**src/core/adc_chain_pkg.sv**
```systemverilog
package adc_chain_pkg;
    // ---------------------------------------------------------------
    // word, field layout of the output protocol control byte
    // ---------------------------------------------------------------
    localparam int WORD_W = 20;
    localparam int MODE_LSB = 0;
    localparam int WIDTH_LSB = 2;
    localparam int RATE_BIT = 4;
    localparam int CLKSEL_LSB = 6;
    localparam logic [7:0] CTRL_CHAIN = 8'h00;
    localparam logic [1:0] MODE_SRC = 2'h3;
    localparam logic [1:0] WIDTH_DUAL = 2'h2;
    localparam logic [1:0] WIDTH_QUAD = 2'h3;
    localparam logic [1:0] CLK_SCLK = 2'h0;
    localparam logic [1:0] CLK_INT = 2'h1;
    localparam logic [1:0] CLK_DIV2 = 2'h2;
    localparam logic [1:0] CLK_DIV4 = 2'h3;
    localparam logic [1:0] PRE_LAST = 2'h3;
    // ---------------------------------------------------------------
    // timing
    // ---------------------------------------------------------------
    localparam int CLK_PERIOD_PS = 4000;
    localparam int OSC_HALF_PS = 8000;
    localparam int OSC_HALF_CYC = (OSC_HALF_PS / CLK_PERIOD_PS < 1) ? 1
                                : OSC_HALF_PS / CLK_PERIOD_PS;
    // ---------------------------------------------------------------
    // frame states, one-hot
    // ---------------------------------------------------------------
    typedef enum logic [2:0] {
        ST_IDLE = 3'b001,
        ST_SHIFT = 3'b010,
        ST_DRAIN = 3'b100
    } frame_state_t;
endpackage

```
**src/core/adc_serial_out_chain.sv**
```systemverilog
// What this block does
// [RULE1] output bus defaults to one lane; lane width field picks lane count
// [RULE2] width 10b: two bits launched on lanes 0 and 1 per rising edge
// [RULE3] width 11b: four bits launched on lanes 0 to 3 per rising edge
// [RULE4] sdr: ready/clock pin rises and bits launch on output clock rise
// [RULE5] ddr: ready/clock toggles, bits launch every edge from first rise
// [RULE6] all clock source, lane width and data rate combinations work
// [RULE7] host programs identical setup, control 00h, for a chain
// [RULE8] in chain mode output and input shifters merge into one 20-bit reg
// [RULE9] analog input is sampled on conversion trigger rising edge
// [RULE10] after chip select falls, msb of chain reg goes out lane 0
// [RULE11] each capture edge shifts serial input into chain reg lsb
// [RULE12] chip select rise decodes chain reg and acts on it
// [RULE13] host gives 20 times N capture edges, never fewer
// [RULE14] host wires lane 0 of each device to next serial input
// [RULE15] in star wiring host selects only one device at a time
// [RULE16] minimum pins: trigger may tie to chip select, lanes 1-3 open
// [RULE17] in spi-compatible modes ready/clock stays low all frame
// [RULE18] clock select: sclk echo, internal, internal/2, internal/4
// [RULE19] control not 00h: long frame gives no chain pass-through
// [RULE20] at least 20 serial clocks are needed to accept a write
// [RULE21] host captures source-synchronous data on ready/clock edges
module adc_serial_out_chain #(
    parameter int OSC_HALF = adc_chain_pkg::OSC_HALF_CYC
) (
    input wire logic clk_i,
    input wire logic rst_n_i,
    input wire logic cs_n_i,
    input wire logic sclk_i,
    input wire logic sdi_i,
    input wire logic conversion_trigger_i,
    input wire logic [7:0] output_protocol_ctrl_i,
    input wire logic [1:0] input_protocol_ctrl_i,
    input wire logic [19:0] conv_result_i,
    output logic [3:0] output_lanes_o,
    output logic [3:0] output_lanes_oe_o,
    output logic ready_clock_pin_o,
    output logic sample_strobe_o,
    output logic [19:0] cfg_word_o,
    output logic cfg_valid_o
);
    initial begin
        if (OSC_HALF < 1 || OSC_HALF > 255) begin
            $error("OSC_HALF out of range");
        end
    end
    // ---------------------------------------------------------------
    // reset release and pin synchronisers
    // ---------------------------------------------------------------
    logic rst_meta, rst_n;
    always_ff @(posedge clk_i or negedge rst_n_i) begin
        if (!rst_n_i) begin
            rst_meta <= 1'b0;
            rst_n <= 1'b0;
        end else begin
            rst_meta <= 1'b1;
            rst_n <= rst_meta;
        end
    end
    // pin order: 0 cs_n, 1 sclk, 2 sdi, 3 trigger
    logic [3:0] pin_raw, s1, s2, s3, pin, pin_q;
    assign pin_raw = {conversion_trigger_i, sdi_i, sclk_i, cs_n_i};
    // a change counts only once the second and third stage agree
    for (genvar g = 0; g < 4; g++) begin : g_sync
        always_ff @(posedge clk_i or negedge rst_n) begin
            if (!rst_n) begin
                s1[g] <= (g == 0);
                s2[g] <= (g == 0);
                s3[g] <= (g == 0);
                pin[g] <= (g == 0);
                pin_q[g] <= (g == 0);
            end else begin
                s1[g] <= pin_raw[g];
                s2[g] <= s1[g];
                s3[g] <= s2[g];
                if (s2[g] == s3[g]) begin
                    pin[g] <= s3[g];
                end
                pin_q[g] <= pin[g];
            end
        end
    end
    logic cs_fall, cs_rise, sck_rise, sck_fall, trig_rise;
    assign cs_fall = pin_q[0] & ~pin[0];
    assign cs_rise = ~pin_q[0] & pin[0];
    assign sck_rise = ~pin_q[1] & pin[1] & ~pin[0];
    assign sck_fall = pin_q[1] & ~pin[1] & ~pin[0];
    assign trig_rise = ~pin_q[3] & pin[3];
    // ---------------------------------------------------------------
    // decoded configuration
    // ---------------------------------------------------------------
    logic [1:0] width_sel, clk_sel;
    logic src_mode, ddr, chain, cpol, cpha;
    logic [2:0] lanes;
    logic [3:0] lane_mask;
    assign width_sel = output_protocol_ctrl_i[adc_chain_pkg::WIDTH_LSB +: 2];
    assign clk_sel = output_protocol_ctrl_i[adc_chain_pkg::CLKSEL_LSB +: 2];
    assign src_mode = output_protocol_ctrl_i[adc_chain_pkg::MODE_LSB +: 2]
                      == adc_chain_pkg::MODE_SRC;
    assign ddr = output_protocol_ctrl_i[adc_chain_pkg::RATE_BIT];
    assign chain = output_protocol_ctrl_i == adc_chain_pkg::CTRL_CHAIN;
    assign cpol = input_protocol_ctrl_i[1];
    assign cpha = input_protocol_ctrl_i[0];
    // single lane unless the width field names dual or quad
    always_comb begin
        lanes = 3'h1; // [RULE1]
        lane_mask = 4'h1;
        if (width_sel == adc_chain_pkg::WIDTH_DUAL) begin
            lanes = 3'h2; // [RULE2]
            lane_mask = 4'h3;
        end else if (width_sel == adc_chain_pkg::WIDTH_QUAD) begin
            lanes = 3'h4; // [RULE3]
            lane_mask = 4'hf;
        end
    end
    // leading edge is the one that leaves the idle polarity
    logic lead, trail, cap_e, lch_e;
    assign lead = cpol ? sck_fall : sck_rise;
    assign trail = cpol ? sck_rise : sck_fall;
    assign cap_e = cpha ? trail : lead;
    assign lch_e = cpha ? lead : trail;
    // ---------------------------------------------------------------
    // internal oscillator and its /2, /4 taps
    // ---------------------------------------------------------------
    logic [7:0] osc_cnt;
    logic [1:0] pre;
    logic osc_tick, h_int, h_evt;
    assign osc_tick = osc_cnt == 8'(OSC_HALF - 1);
    always_ff @(posedge clk_i or negedge rst_n) begin
        if (!rst_n) begin
            osc_cnt <= 8'h00;
            pre <= 2'h0;
        end else begin
            osc_cnt <= osc_tick ? 8'h00 : osc_cnt + 8'h01;
            if (osc_tick) begin
                pre <= pre + 2'h1;
            end
        end
    end
    // one half-period event of the chosen output clock
    always_comb begin
        case (clk_sel) // [RULE18] [RULE6]
            adc_chain_pkg::CLK_SCLK: h_int = sck_rise | sck_fall;
            adc_chain_pkg::CLK_INT: h_int = osc_tick;
            adc_chain_pkg::CLK_DIV2: h_int = osc_tick & pre[0];
            default: h_int = osc_tick & (pre == adc_chain_pkg::PRE_LAST);
        endcase
    end
    // ---------------------------------------------------------------
    // conversion sample hold
    // ---------------------------------------------------------------
    logic [19:0] held;
    always_ff @(posedge clk_i or negedge rst_n) begin
        if (!rst_n) begin
            held <= 20'h00000;
            sample_strobe_o <= 1'b0;
        end else begin
            sample_strobe_o <= trig_rise; // [RULE9]
            if (trig_rise) begin
                held <= conv_result_i; // [RULE9]
            end
        end
    end
    // ---------------------------------------------------------------
    // frame sequencer
    // ---------------------------------------------------------------
    adc_chain_pkg::frame_state_t state;
    logic [4:0] bits_left, caps;
    logic ph;
    // the output clock stops once the word is out: sdr still gets its
    // closing low phase, ddr stops on the edge that launched the last bits
    assign h_evt = src_mode && state == adc_chain_pkg::ST_SHIFT && h_int
                   && (bits_left != 5'h00 || (!ddr && ph));
    logic src_launch;
    assign src_launch = h_evt && (ddr || !ph);
    always_ff @(posedge clk_i or negedge rst_n) begin
        if (!rst_n) begin
            state <= adc_chain_pkg::ST_IDLE;
        end else begin
            case (state)
                adc_chain_pkg::ST_IDLE: begin
                    if (cs_fall) begin
                        state <= adc_chain_pkg::ST_SHIFT;
                    end
                end
                adc_chain_pkg::ST_SHIFT: begin
                    if (cs_rise) begin
                        state <= adc_chain_pkg::ST_IDLE;
                    end else if (src_mode && bits_left == 5'h00 && !ph) begin
                        state <= adc_chain_pkg::ST_DRAIN;
                    end
                end
                adc_chain_pkg::ST_DRAIN: begin
                    if (cs_rise) begin
                        state <= adc_chain_pkg::ST_IDLE;
                    end
                end
                default: state <= adc_chain_pkg::ST_IDLE;
            endcase
        end
    end
    // ---------------------------------------------------------------
    // shift registers; in chain mode the output shifter is the one
    // unified register and the input shifter is not used for decode
    // ---------------------------------------------------------------
    logic [19:0] output_shift_reg, input_shift_reg;
    always_ff @(posedge clk_i or negedge rst_n) begin
        if (!rst_n) begin
            output_shift_reg <= 20'h00000;
            input_shift_reg <= 20'h00000;
            caps <= 5'h00;
            bits_left <= 5'h00;
            ph <= 1'b0;
        end else if (cs_fall) begin
            output_shift_reg <= held;
            caps <= 5'h00;
            bits_left <= 5'(adc_chain_pkg::WORD_W);
            ph <= 1'b0;
        end else if (!pin[0]) begin
            if (cap_e) begin
                input_shift_reg <= {input_shift_reg[18:0], pin[2]}; // [RULE11]
                if (caps != 5'h1f) begin
                    caps <= caps + 5'h01;
                end
            end
            if (chain && cap_e) begin
                output_shift_reg <= {output_shift_reg[18:0], pin[2]}; // [RULE8] [RULE11]
            end else if (!src_mode && cap_e) begin
                // zero fill: no pass-through outside chain mode
                output_shift_reg <= output_shift_reg << lanes; // [RULE19]
            end else if (src_launch && bits_left != 5'h00) begin
                output_shift_reg <= output_shift_reg << lanes;
                bits_left <= bits_left - 5'(lanes);
            end
            if (h_evt) begin
                ph <= ~ph;
            end
        end
    end
    // ---------------------------------------------------------------
    // lane and ready/clock pin drivers
    // ---------------------------------------------------------------
    logic [3:0] top;
    always_comb begin
        top = 4'h0;
        if (lanes == 3'h4) begin
            top = output_shift_reg[19:16];
        end else if (lanes == 3'h2) begin
            top = {2'h0, output_shift_reg[19:18]};
        end else begin
            top = {3'h0, output_shift_reg[19]};
        end
    end
    // in spi modes with cpha clear the msb launch waits one cycle after chip select falls, so that
    // the chain register already holds the fresh sample
    logic lch_now, cs_fall_q;
    always_ff @(posedge clk_i or negedge rst_n) begin
        if (!rst_n) begin
            cs_fall_q <= 1'b0;
        end else begin
            cs_fall_q <= cs_fall;
        end
    end
    assign lch_now = src_mode ? (src_launch && bits_left != 5'h00)
                   : (lch_e || (cs_fall_q && !cpha)); // [RULE10]
    always_ff @(posedge clk_i or negedge rst_n) begin
        if (!rst_n) begin
            output_lanes_o <= 4'h0;
            output_lanes_oe_o <= 4'h0;
            ready_clock_pin_o <= 1'b0;
        end else begin
            output_lanes_oe_o <= pin[0] ? 4'h0 : lane_mask;
            if (pin[0]) begin
                output_lanes_o <= 4'h0;
            end else if (lch_now) begin
                output_lanes_o <= top; // [RULE10] [RULE2] [RULE3]
            end
            if (!src_mode || pin[0]) begin
                ready_clock_pin_o <= 1'b0; // [RULE17]
            end else if (h_evt) begin
                ready_clock_pin_o <= ~ph; // [RULE4] [RULE5]
            end
        end
    end
    // ---------------------------------------------------------------
    // configuration decode at chip select rise
    // ---------------------------------------------------------------
    always_ff @(posedge clk_i or negedge rst_n) begin
        if (!rst_n) begin
            cfg_word_o <= 20'h00000;
            cfg_valid_o <= 1'b0;
        end else begin
            // short frames still load cfg_word_o but never raise cfg_valid_o
            cfg_valid_o <= cs_rise
                && caps >= 5'(adc_chain_pkg::WORD_W); // [RULE12] [RULE20]
            if (cs_rise) begin
                cfg_word_o <= chain ? output_shift_reg : input_shift_reg; // [RULE12] [RULE8]
            end
        end
    end
endmodule

```
**config.mk**
```make
export PLATFORM = sky130hd
export DESIGN_NAME = adc_serial_out_chain
export DESIGN_NICKNAME = d
export VERILOG_FILES = /design/src/core/adc_chain_pkg.sv /design/src/core/adc_serial_out_chain.sv
export SDC_FILE = /design/constraint.sdc
export NUM_CORES = 1
export LEC_CHECK = 0
export ABC_AREA = 1
export BUFFER_PORTS_ARGS = -buffer_cell sky130_fd_sc_hd__buf_2
export CAP_MARGIN = 40
export CORE_ASPECT_RATIO = 1.1
export CORE_UTILIZATION = 59
export DETAILED_ROUTE_END_ITERATION = 8
export PLACE_DENSITY = 0.8
export RECOVER_POWER = 25
export SYNTH_ARGS = -nofsm -noshare
export SYNTH_HDL_FRONTEND = slang
export SYNTH_SLANG_ARGS = --single-unit
```
**constraint.sdc**
```tcl
create_clock -name clk_i -period 5.1 [get_ports clk_i]
set_input_delay 1.02 -clock clk_i [delete_from_list [all_inputs] [get_ports clk_i]]
set_output_delay 1.02 -clock clk_i [all_outputs]
set_load 0.05 [all_outputs]
```
# After elaboration in Yosys (flattened, before gate mapping)
# Cells that the tools add are included.
# word_totals
ff_bits	137
latch_bits	0
ram_bits	0
mem_bits_ro	0
input_bits	36
out_inout_bits	31
wordCells	160
memories	0
# op_classes
n_addsub	4
multipliers	0
n_div	0
order_cmp	1
n_eq_ne	23
n_shift	1
mux	40
bitwise	17
n_reduce_logical	37
# op_table
cell	n
$mux W20	6
$mux W5	9
$mux W4	6
$shl A20 B3 Y20	1
$mux W3	6
$logic_and A1 B1 Y1	12
$reduce_bool A2 Y1	6
$eq A2 B2 Y1 const B	5
$and A1 B1 Y1	9
$mux W1	9
$pmux W3 S3	1
$reduce_and A3 Y1	3
$add A8 B1 Y8 const B	1
$eq A8 B1 Y1 const B	1
$logic_not A8 Y1	1
$mux W8	1
$ne A2 B2 Y1 const B	4
$not A1 Y1	7
$eq A3 B2 Y1 const B	2
$eq A3 B3 Y1 const B	2
$add A5 B1 Y5 const B	1
$ge A5 B5 Y1 const B	1
$logic_not A5 Y1	1
$ne A5 B5 Y1 const B	1
other kinds (17)	27

# Longest topological paths before layout
# Gate-level depths: netlist (run 1).
# logic_depth
word_depth	14
depth_mapped	12
depth_no_buf	12

# Least setup slack after synthesis (run 1)
# Ideal clock, no wire load.
# synth_timing
kind	input to register
start	input output_protocol_ctrl_i[3]
end	register bits_left[4]
setup_ns	0.065
t_arrival_ns	2.508
required_ns	5.035
slack_ns	2.527
cell_stages	12
n_path_buf	2
cell_sequence	buf_2 -> inv_1 -> buf_2 -> ha_1 -> inv_1 -> fa_1 -> nand2_1 -> nand2_1 -> or2_2 -> nand3_1 -> nand2_1 -> nand2_1
# synth_via
elab_chain_cells	9
word_cells_on_any_way	14
classes_between	add/sub: 1; eq/ne: 3; mux: 7; reduce/logical: 3
# synth_lines
item	line	rtl
from (decl)	adc_serial_out_chain.sv:32	input wire logic [7:0] output_protocol_ctrl_i,
$eq A2 B2 Y1	adc_serial_out_chain.sv:111	end else if (width_sel == adc_chain_pkg::WIDTH_QUAD) begin
$mux W3	adc_serial_out_chain.sv:111	
$mux W3	adc_serial_out_chain.sv:108	if (width_sel == adc_chain_pkg::WIDTH_DUAL) begin
$sub A5 B3 Y5	adc_serial_out_chain.sv:233	bits_left <= bits_left - 5'(lanes);
$mux W5	adc_serial_out_chain.sv:231	end else if (src_launch && bits_left != 5'h00) begin
$mux W5	adc_serial_out_chain.sv:228	end else if (!src_mode && cap_e) begin
$mux W5	adc_serial_out_chain.sv:226	if (chain && cap_e) begin
$mux W5	adc_serial_out_chain.sv:219	end else if (!pin[0]) begin
$mux W5	adc_serial_out_chain.sv:214	end else if (cs_fall) begin
to (signal assigned)	adc_serial_out_chain.sv:217	bits_left <= 5'(adc_chain_pkg::WORD_W);
to (signal assigned)	adc_serial_out_chain.sv:233	
to (decl)	adc_serial_out_chain.sv:168	logic [4:0] bits_left, caps;
# Parallel ways exist; a longest one is shown, timed or not. The select of a mux whose other input is x is not followed.
# A chain may end at the register's enable or synchronous reset.

# Worst setup path in the final report (run 1)
# layout_timing
start	register pin[0]
end	register output_shift_reg[4]
# layout_via
elab_chain_cells	10
word_cells_on_any_way	22
classes_between	eq/ne: 1; mux: 8; bitwise: 5; reduce/logical: 8
# layout_lines
item	line	rtl
from (decl)	adc_serial_out_chain.sv:61	logic [3:0] pin_raw, s1, s2, s3, pin, pin_q;
from (signal, indexed assignment)	adc_serial_out_chain.sv:70	pin[g] <= (g == 0);
from (signal, indexed assignment)	adc_serial_out_chain.sv:77	pin[g] <= s3[g];
$not A1 Y1 (no source line)	n/a	
$and A1 B1 Y1, on equally long branches	adc_serial_out_chain.sv:86, adc_serial_out_chain.sv:87	
$or A1 B1 Y1	adc_serial_out_chain.sv:143	adc_chain_pkg::CLK_SCLK: h_int = sck_rise | sck_fall;
$pmux W1 S3	adc_serial_out_chain.sv:142	case (clk_sel)
$logic_and A1 B1 Y1	adc_serial_out_chain.sv:172	assign h_evt = src_mode && state == adc_chain_pkg::ST_SHIFT && h_int
$logic_and A1 B1 Y1	adc_serial_out_chain.sv:173	&& (bits_left != 5'h00 || (!ddr && ph));
$logic_and A1 B1 Y1	adc_serial_out_chain.sv:175	assign src_launch = h_evt && (ddr || !ph);
$logic_and A1 B1 Y1	adc_serial_out_chain.sv:231	
$reduce_bool A4 Y1 (no source line)	n/a	
$reduce_and A2 Y1 (no source line)	n/a	
to (signal assigned)	adc_serial_out_chain.sv:227	output_shift_reg <= {output_shift_reg[18:0], pin[2]};
to (signal assigned)	adc_serial_out_chain.sv:230	output_shift_reg <= output_shift_reg << lanes;
to (signal assigned)	adc_serial_out_chain.sv:232	output_shift_reg <= output_shift_reg << lanes;
to (decl)	adc_serial_out_chain.sv:206	logic [19:0] output_shift_reg, input_shift_reg;
# Parallel ways exist; a longest one is shown, timed or not. The select of a mux whose other input is x is not followed.

==> metrics.md, run 1 <==
| Metric | Value |
|---|---|
| Initial Utilization | 0.604 |
| Post-synthesis area per instance | 8.27 um2 |
| PortBufs | 66 |
| CP endpoint kind | flop |
| Crit path buf inv count | 1 |
| #FFs+latches synth | about 140 |
| Final setup margin | approximately 2.1 ns |
| Synth area leaders | dfrtp_1 (49%), nand2_1 (14%), o21ai_0 (4.7%), nand3_1 (4.6%), inv_1 (3.8%) |
| Failing checks | max-capacitance violations, max-slew violations |
| Final WL | about 15000 um |
| Pin count of the biggest net entering global routing | 64 |
| Ant diodes | 0 |
| Final Hold Fails | 0 |
| Via count | about 5600 |
| Post-DR wirelength/cell | 14.9 um |
| Unique masters post-synth | 38 |
| Worst slew margin | -0.471 |
| Io pins | 67 |
| CTS resizes | 0 |
| Most frequent cell after synthesis | nand2_1 |
| Nets | slightly below 900 |
| Reg-to-reg endpoint | output_shift_reg[4] |
| CP max stage cell | dfstp_1 |
| Layout fillers | 906 |
| Initial DRC Count | ~450 |
| Pleak | roughly 3.9 nW |
| Worst slew pin tran | around 2.2 ns |
| Syn_nets | ~840 |
| Register area | roughly 0.0034 mm2 |
| Clock Latency Late Sink | between 0.4 and 0.5 ns |
| Critical path's largest stage delay | about 0.74 ns |
| Final Wtd Congestion | 0.875 |
| Ys Warns | 0 |
| Die area | around 0.012 mm2 |
| Layout area overhead | 13.1% |
| Pins Over Slew Limit | 57 |
| Hold Path Cell Cnt | 0 |
| Post-synth top area share | 0.494 |
| ANT nets after route | 0 |
| Fin crit share | 0.587 |
| Worst path required time | roughly 5.4 ns |
| Top FF cell, synth | dfrtp_1 |
| Initial antenna violation count | 0 |
| CTS buffer count | 17 |
| Dpl ws | roughly 2.0 ns |
| Setup crit start kind | flop |
| Fin util | 0.683 |
| Final setup viols | 0 |
| DRC | 0 |
| Post-synth ARST share | 1.00 |
| Total grt overflow | 0 |
| First-pass GRT wire length | between 20000 and 30000 um |
| Hold Path End | s2[2] |
| Most common cell on crit path | nand2_1 |
| Cell taking the most area after synthesis | dfrtp_1 |
| Critical hold path startpoint | s1[2] |
| Core area | about 0.011 mm2 |
| Aggregate global-route resource usage | 0.282 |
| Hold_buf cts | 0 |
| Die H | roughly 110 um |
| Max Freq | about 330 MHz |
| HPWL Detailed | between 10000 and 15000 um |
| Placed cells | approximately 1000 |
| Status | complete, but fails checks |
| Min Hold Slack | around 0.35 ns |
| CP cell instances | inv_4 > nand3_2 > nand2_1 > nand3_1 > nand2_2 > nand2_1 > nand3_4 > nand3_1 > nand2_1 |
| Max-cap violations | 1 |
| CTS clock-pin slew for the worst setup and hold paths | approximately 0.05 ns |
| # rows | 40 |
| Cells after Synth | about 800 |
| HP Class | flop to flop |
| WP data arrival | between 3 and 4 ns |
| Via density | 5.58 |
| Layout cell share with drive strength beyond 1 | 0.143 |
| Pre-antenna DRT Iters | 5 |
| Crit path max-delay family | simple AND/OR/NAND/NOR gates |
| WS Path Type | flop to flop |
| Post-synth EDFFs | 0 |
| RSZ-0062 raised after global routing | false |
| Worst-path fanout max | 30 |
| CTS max path bufs | 2 |
| Sink Count | approximately 140 |
| Reg-to-reg startpoint | pin[0] |
| Post-route clock skew | roughly 0.008 ns |
| Root Driver | clkbuf_16 |
| Vias in the first global route | 5209 |
| Finished Layout Cells | 1007 |
| Slack of the worst reg-to-reg path | between 2 and 2.5 ns |
| Peak VDD IR | about 0.26 mV |
| Pwr per Cell Area | 484 mW/mm2 |
| Area occupied by multi-input gates | around 0.0027 mm2 |
| CTS tree | yes |
| Die Width | about 100 um |
| Fin crit period | around 3.0 ns |
| R2R cell count | 9 |
| Synth cell count leaders | nand2_1 (244), dfrtp_1 (130), inv_1 (67) |
| Mapped Area | approximately 0.0066 mm2 |
| Htree depth | 4 |
| Fin Setup TNS | 0 ns |
| # Post-CTS Setup Buffers | 0 |
| Sequential area share after synthesis | 0.518 |
==> how the worst max path moves through the flow <==
| stage | slack, ns | from | endpoint | cells past startpoint |
|---|---|---|---|---|
| 2_1_floorplan | 1.04 | rst_n | bits_left[0] | 0 |
| 3_3_place_gp | 2.09 | output_protocol_ctrl_i[3] | bits_left[4] | 9 |
| 3_5_place_dp | 2.01 | output_protocol_ctrl_i[3] | bits_left[4] | 9 |
| 4_1_cts | 2.33 | pin[0] | output_shift_reg[4] | 9 |
| 5_1_grt | 1.85 | pin[0] | output_shift_reg[14] | 9 |
| 6_report | 2.11 | pin[0] | output_shift_reg[4] | 9 |
==> power by group <==
part | internal, mW | total, mW | switching [mW] | leakage (nW)
clock | 0.707 | 1.12 | 0.417 | 0.263
combinational | 0.269 | 0.938 | 0.669 | 1.88
sequential | 1.34 | 1.54 | 0.205 | 1.74
total | 2.32 | 3.61 | 1.29 | 3.89
==> final cells by class <==
class	instances	area share
timing repair buffer	71	0.0514
multi-input combinational	549	0.357
inverter	72	0.0366
clock buffer	28	0.0667
sequential	136	0.458
clock inverter	4	0.00638
tap	147	0.0247
==> cell families (layout without fill, tap and decap cells) <==
family,after synthesis,in the layout,synth area share
adders and majority gates,14,14,0.0262
and+or+nand+nor,418,418,0.278
buffers and inverters,112,175,0.0790
DFF,136,136,0.518
AOI/OAI and AO/OA,111,111,0.0923
xor gates and xnor gates,5,5,0.00665
other,1,1,0.000569
==> layout by cell type, fill, tap and decap left out, types with 4 or more instances in the layout <==
| cell | synthesis | routed |
|---|---|---|
| a21oi_1 | 10 | 10 |
| buf_2 | 23 | 65 |
| clkbuf_1 | 6 | 10 |
| clkbuf_16 | 0 | 17 |
| dfrtp_1 | 130 | 130 |
| dfstp_2 | 6 | 4 |
| ha_1 | 9 | 9 |
| inv_1 | 67 | 67 |
| maj3_1 | 4 | 4 |
| nand2_1 | 244 | 244 |
| nand2_2 | 7 | 7 |
| nand3_1 | 60 | 60 |
| nand3_2 | 4 | 4 |
| nand4_1 | 27 | 27 |
| nor2_1 | 60 | 60 |
| nor2_4 | 4 | 4 |
| nor3_1 | 6 | 6 |
| o211ai_1 | 5 | 5 |
| o21ai_0 | 62 | 62 |
| o21ai_1 | 17 | 17 |
| o221ai_1 | 4 | 4 |
| o22ai_1 | 8 | 8 |
| xor2_1 | 5 | 5 |
==> stage by stage <==
step | power, mW | area, um2
6_report | 3.61 | 7450
5_1_grt | 3.81 | 7450
4_1_cts | 3.63 | 7460
3_5_place_dp | 2.48 | 6920
3_3_place_gp | 2.43 | 6890
2_1_floorplan | 2.24 | 6590
==> metal layers <==
metal	share of wire	up-vias	GRT usage
met5	0	-	0
met4	0.020	0	0.104
met3	0.063	28	0.0723
met2	0.49	230	0.435
met1	0.43	2674	0.387
li1	-	2684	-
No activity file was read; power rests on OpenSTA's default activity.
==> inputs of run 2 (changes only) <==
--- a/config.mk
+++ b/config.mk
@@ -9,9 +9,9 @@
 export BUFFER_PORTS_ARGS = -buffer_cell sky130_fd_sc_hd__buf_2
 export CAP_MARGIN = 40
 export CORE_ASPECT_RATIO = 1.1
-export CORE_UTILIZATION = 59
+export CORE_UTILIZATION = 53
 export DETAILED_ROUTE_END_ITERATION = 8
-export PLACE_DENSITY = 0.8
+export PLACE_DENSITY = 0.76
 export RECOVER_POWER = 25
 export SYNTH_ARGS = -nofsm -noshare
 export SYNTH_HDL_FRONTEND = slang
==> constraint.sdc (replaced) <==
create_clock -name clk_i -period 2.5 [get_ports clk_i]
set_input_delay 0.5 -clock clk_i [delete_from_list [all_inputs] [get_ports clk_i]]
set_output_delay 0.5 -clock clk_i [all_outputs]
set_load 0.05 [all_outputs]
==> run 2 against run 1 <==
The flow now finishes without violations. Sequential power is 100% higher. Clock-buffer cell count is 7 lower. Sequential cell count unchanged. Clock power is 120% higher. Clock skew fell by 0.0013 ns. Design area up 1.9%. Non-clock buffer count is 12 higher. Register-to-register slack got worse by 1.8 ns. Worst setup slack worse by 1.8 ns. Die area grew 11%. Sequential share of layout area is 0.84 points lower. Critical endpoint is now output_shift_reg[5].
==> metrics.md, run 2 (synthesis results as in run 1) <==
| Metric | Value |
|---|---|
| Status | complete, no violations |
| Core area | 0.0121 mm2 (+11%) |
| Aggregate global-route resource usage | 0.254 (-0.0287) |
| R2R cell count | 9 (unchanged) |
| CTS buffer count | 17 (unchanged) |
| Pre-antenna DRT Iters | 5 (unchanged) |
| Int Power | 4.77 mW (+110%) |
| P_sw | 2.69 mW (+110%) |
| Ant diodes | 0 (unchanged) |
| # rows | 42 (+5.0%) |
| CP Launch Point | pin[0] |
| Worst-path fanout max | 30 (unchanged) |
| Nets | 905 (+1.3%) |
| Reg-to-reg endpoint | output_shift_reg[5] |
| Placed cells | 993 (+1.8%) |
| CTS clock-pin slew for the worst setup and hold paths | 0.06 ns (about the same) |
| DRC | 0 (unchanged) |
| Setup crit start kind | flop |
| Via count | 5515 (-1.8%) |
| Root Driver | clkbuf_16 |
| Die H | 119 um (+5.4%) |
| HP Class | primary input to flop |
| Commonest non-fill, non-tap cell in the layout | nand2_1 |
| Critical hold path startpoint | cs_n_i |
| Fin Setup TNS | 0 ns (unchanged) |
| Sw frac | 0.361 (+0.00277) |
| Final Wtd Congestion | 0.874 (about the same) |
| Sequential power share | 0.419 (-0.009) |
| Initial DRC Count | 449 (-1.1%) |
| Layout fillers | 1060 (+17%) |
| PortBufs | 66 (unchanged) |
| Reg-to-reg startpoint | pin[0] |
| Comb power frac | 0.258 (-0.002) |
| Layout area overhead | 15.2% |
| Worst slew pin tran | 1.48 ns (-0.726 ns) |
| Pins Over Slew Limit | 0 (-100%) |
| Worst setup path end | output_shift_reg[5] |
| CTS max path bufs | 2 (unchanged) |
| Max-cap violations | 0 (-1) |
| WS Path Type | flop to flop |
| Pwr per Cell Area | 983 mW/mm2 (+100%) |
| Pin count of the biggest net entering global routing | 75 (+17%) |
| Via density | 5.38 (-3.5%) |
| Total design power | 7.46 mW (+110%) |
| CP endpoint kind | flop |
| Post-route clock skew | 0.00687 ns (-0.00133 ns) |
| Clock power frac | 0.322 (+0.010) |
| Sink Count | 136 (unchanged) |
| CTS tree | yes |
| Max Freq | 467 MHz (+40%) |
| RSZ-0062 raised after global routing | false |
| Most frequent cells in the layout | nand2_1 (244), dfrtp_1 (130), inv_1 (67), buf_2 (65), o21ai_0 (62) |
| Io pins | 67 (unchanged) |
| HPWL Detailed | 10100 um (+1.1%) |
| Vias in the first global route | 5166 (-0.83%) |
| WP data arrival | 2.45 ns (-0.83 ns) |
| Htree depth | 4 (unchanged) |
| Min Hold Slack | 0.180 ns (-0.170 ns) |
| Final WL | 14800 um (-1.1%) |
| Die area | 0.0129 mm2 (+11%) |
| Total grt overflow | 0 (unchanged) |
| Worst slew margin | 0.0131 (+0.484) |
| Initial Utilization | 0.545 (-0.0588) |
| Finished Layout Cells | 1025 (+1.8%) |
| Die Width | 108 um (+5.4%) |
| Initial antenna violation count | 0 (unchanged) |
| Fin crit share | 0.857 (+0.270) |
| Peak VDD IR | 0.945 mV (+260%) |
| Clock Latency Late Sink | 0.42 ns (about the same) |
| ANT nets after route | 0 (unchanged) |
| First-pass GRT wire length | 25200 um (+0.41%) |
| Fin crit period | 2.14 ns (-0.850 ns) |
| Worst path required time | 2.80 ns (-2.59 ns) |
| Layout cell share with drive strength beyond 1 | 0.163 (+0.0200) |
| # Post-CTS Setup Buffers | 0 (unchanged) |
| Post-DR wirelength/cell | 14.5 um (-2.8%) |
| Final setup viols | 0 (unchanged) |
| Slack of the worst reg-to-reg path | 0.36 ns (-1.75 ns) |
| Pleak | 3.96 nW (+2.0%) |
| Final Hold Fails | 0 (unchanged) |
run 2: changes by cell type in the layout (fill, tap and decap cells not counted), sizes merged:
cell         previous run  this run
buf                    69        81
clkbuf                 30        22
clkinv                  3         5
clkinvlp                1         3
inv                    71        73
dlygate4sd3             0         1
run 2: power by group through the flow:
stage          Clock [mW]  Sequential (mW)  Combinational (mW)
3_3_place_gp            0             3.14                1.88
2_1_floorplan           0             3.58               0.994
3_5_place_dp            0             3.15                1.91
6_report             2.41             3.13                1.93
5_1_grt              2.54             3.20                2.16
4_1_cts              2.44             3.12                1.93
run 2: critical path, stage by stage (launching register included):
cell and delay, ns:
dfstp_1 0.70, inv_4 0.21, nand3_2 0.14, nand2_1 0.07
nand3_1 0.10, nand2_2 0.17, nand2_1 0.18, nand3_4 0.24
nand3_1 0.15, nand2_1 0.06
run 2: metrics by stage:
step / area, um2 / setup WS, ns / util
6_report: 7590 / 0.357 / 0.628
5_1_grt: 7590 / 0.155 / 0.628
4_1_cts: 7600 / 0.507 / 0.629
3_5_place_dp: 7010 / 0.505 / 0.580
3_3_place_gp: 7010 / 0.507 / 0.580
2_1_floorplan: 6590 / 0.245 / -
run 2: cell type report:
class                           count  area, um2  area share
Sequential cell                   136       3410       0.449
Multi-Input combinational cell    549       2660       0.350
Timing Repair Buffer               83        484      0.0638
Clock buffer                       21        480      0.0633
Inverter                           72        273      0.0359
Tap cell                          154        193      0.0254
Clock inverter                     10       93.8      0.0124
run 2: layer usage:
| metal | part of all wire | global-route usage | vias up |
|---|---|---|---|
| met5 | 0 | 0 | - |
| met2 | 0.45 | 0.365 | 173 |
| li1 | - | - | 2713 |
| met4 | 0.034 | 0.121 | 0 |
| met3 | 0.052 | 0.0525 | 36 |
| met1 | 0.46 | 0.365 | 2593 |
run 2: what timing repair did:
action,CTS,global route
gates resized for setup,0,0
hold buffers,1,0
endpoints found under the hold margin,2,0
endpoints found under the setup margin,0,0
run 2: worst min path at each step:
stage / end / slack [ns] / depth (start not counted)
after floorplan: rst_meta / 0.20 / 0
after global placement: rst_meta / 0.29 / 1
after detailed placement: rst_meta / 0.29 / 1
after CTS: s1[0] / 0.17 / 1
after global routing: s1[3] / 0.17 / 1
final: s1[0] / 0.18 / 1
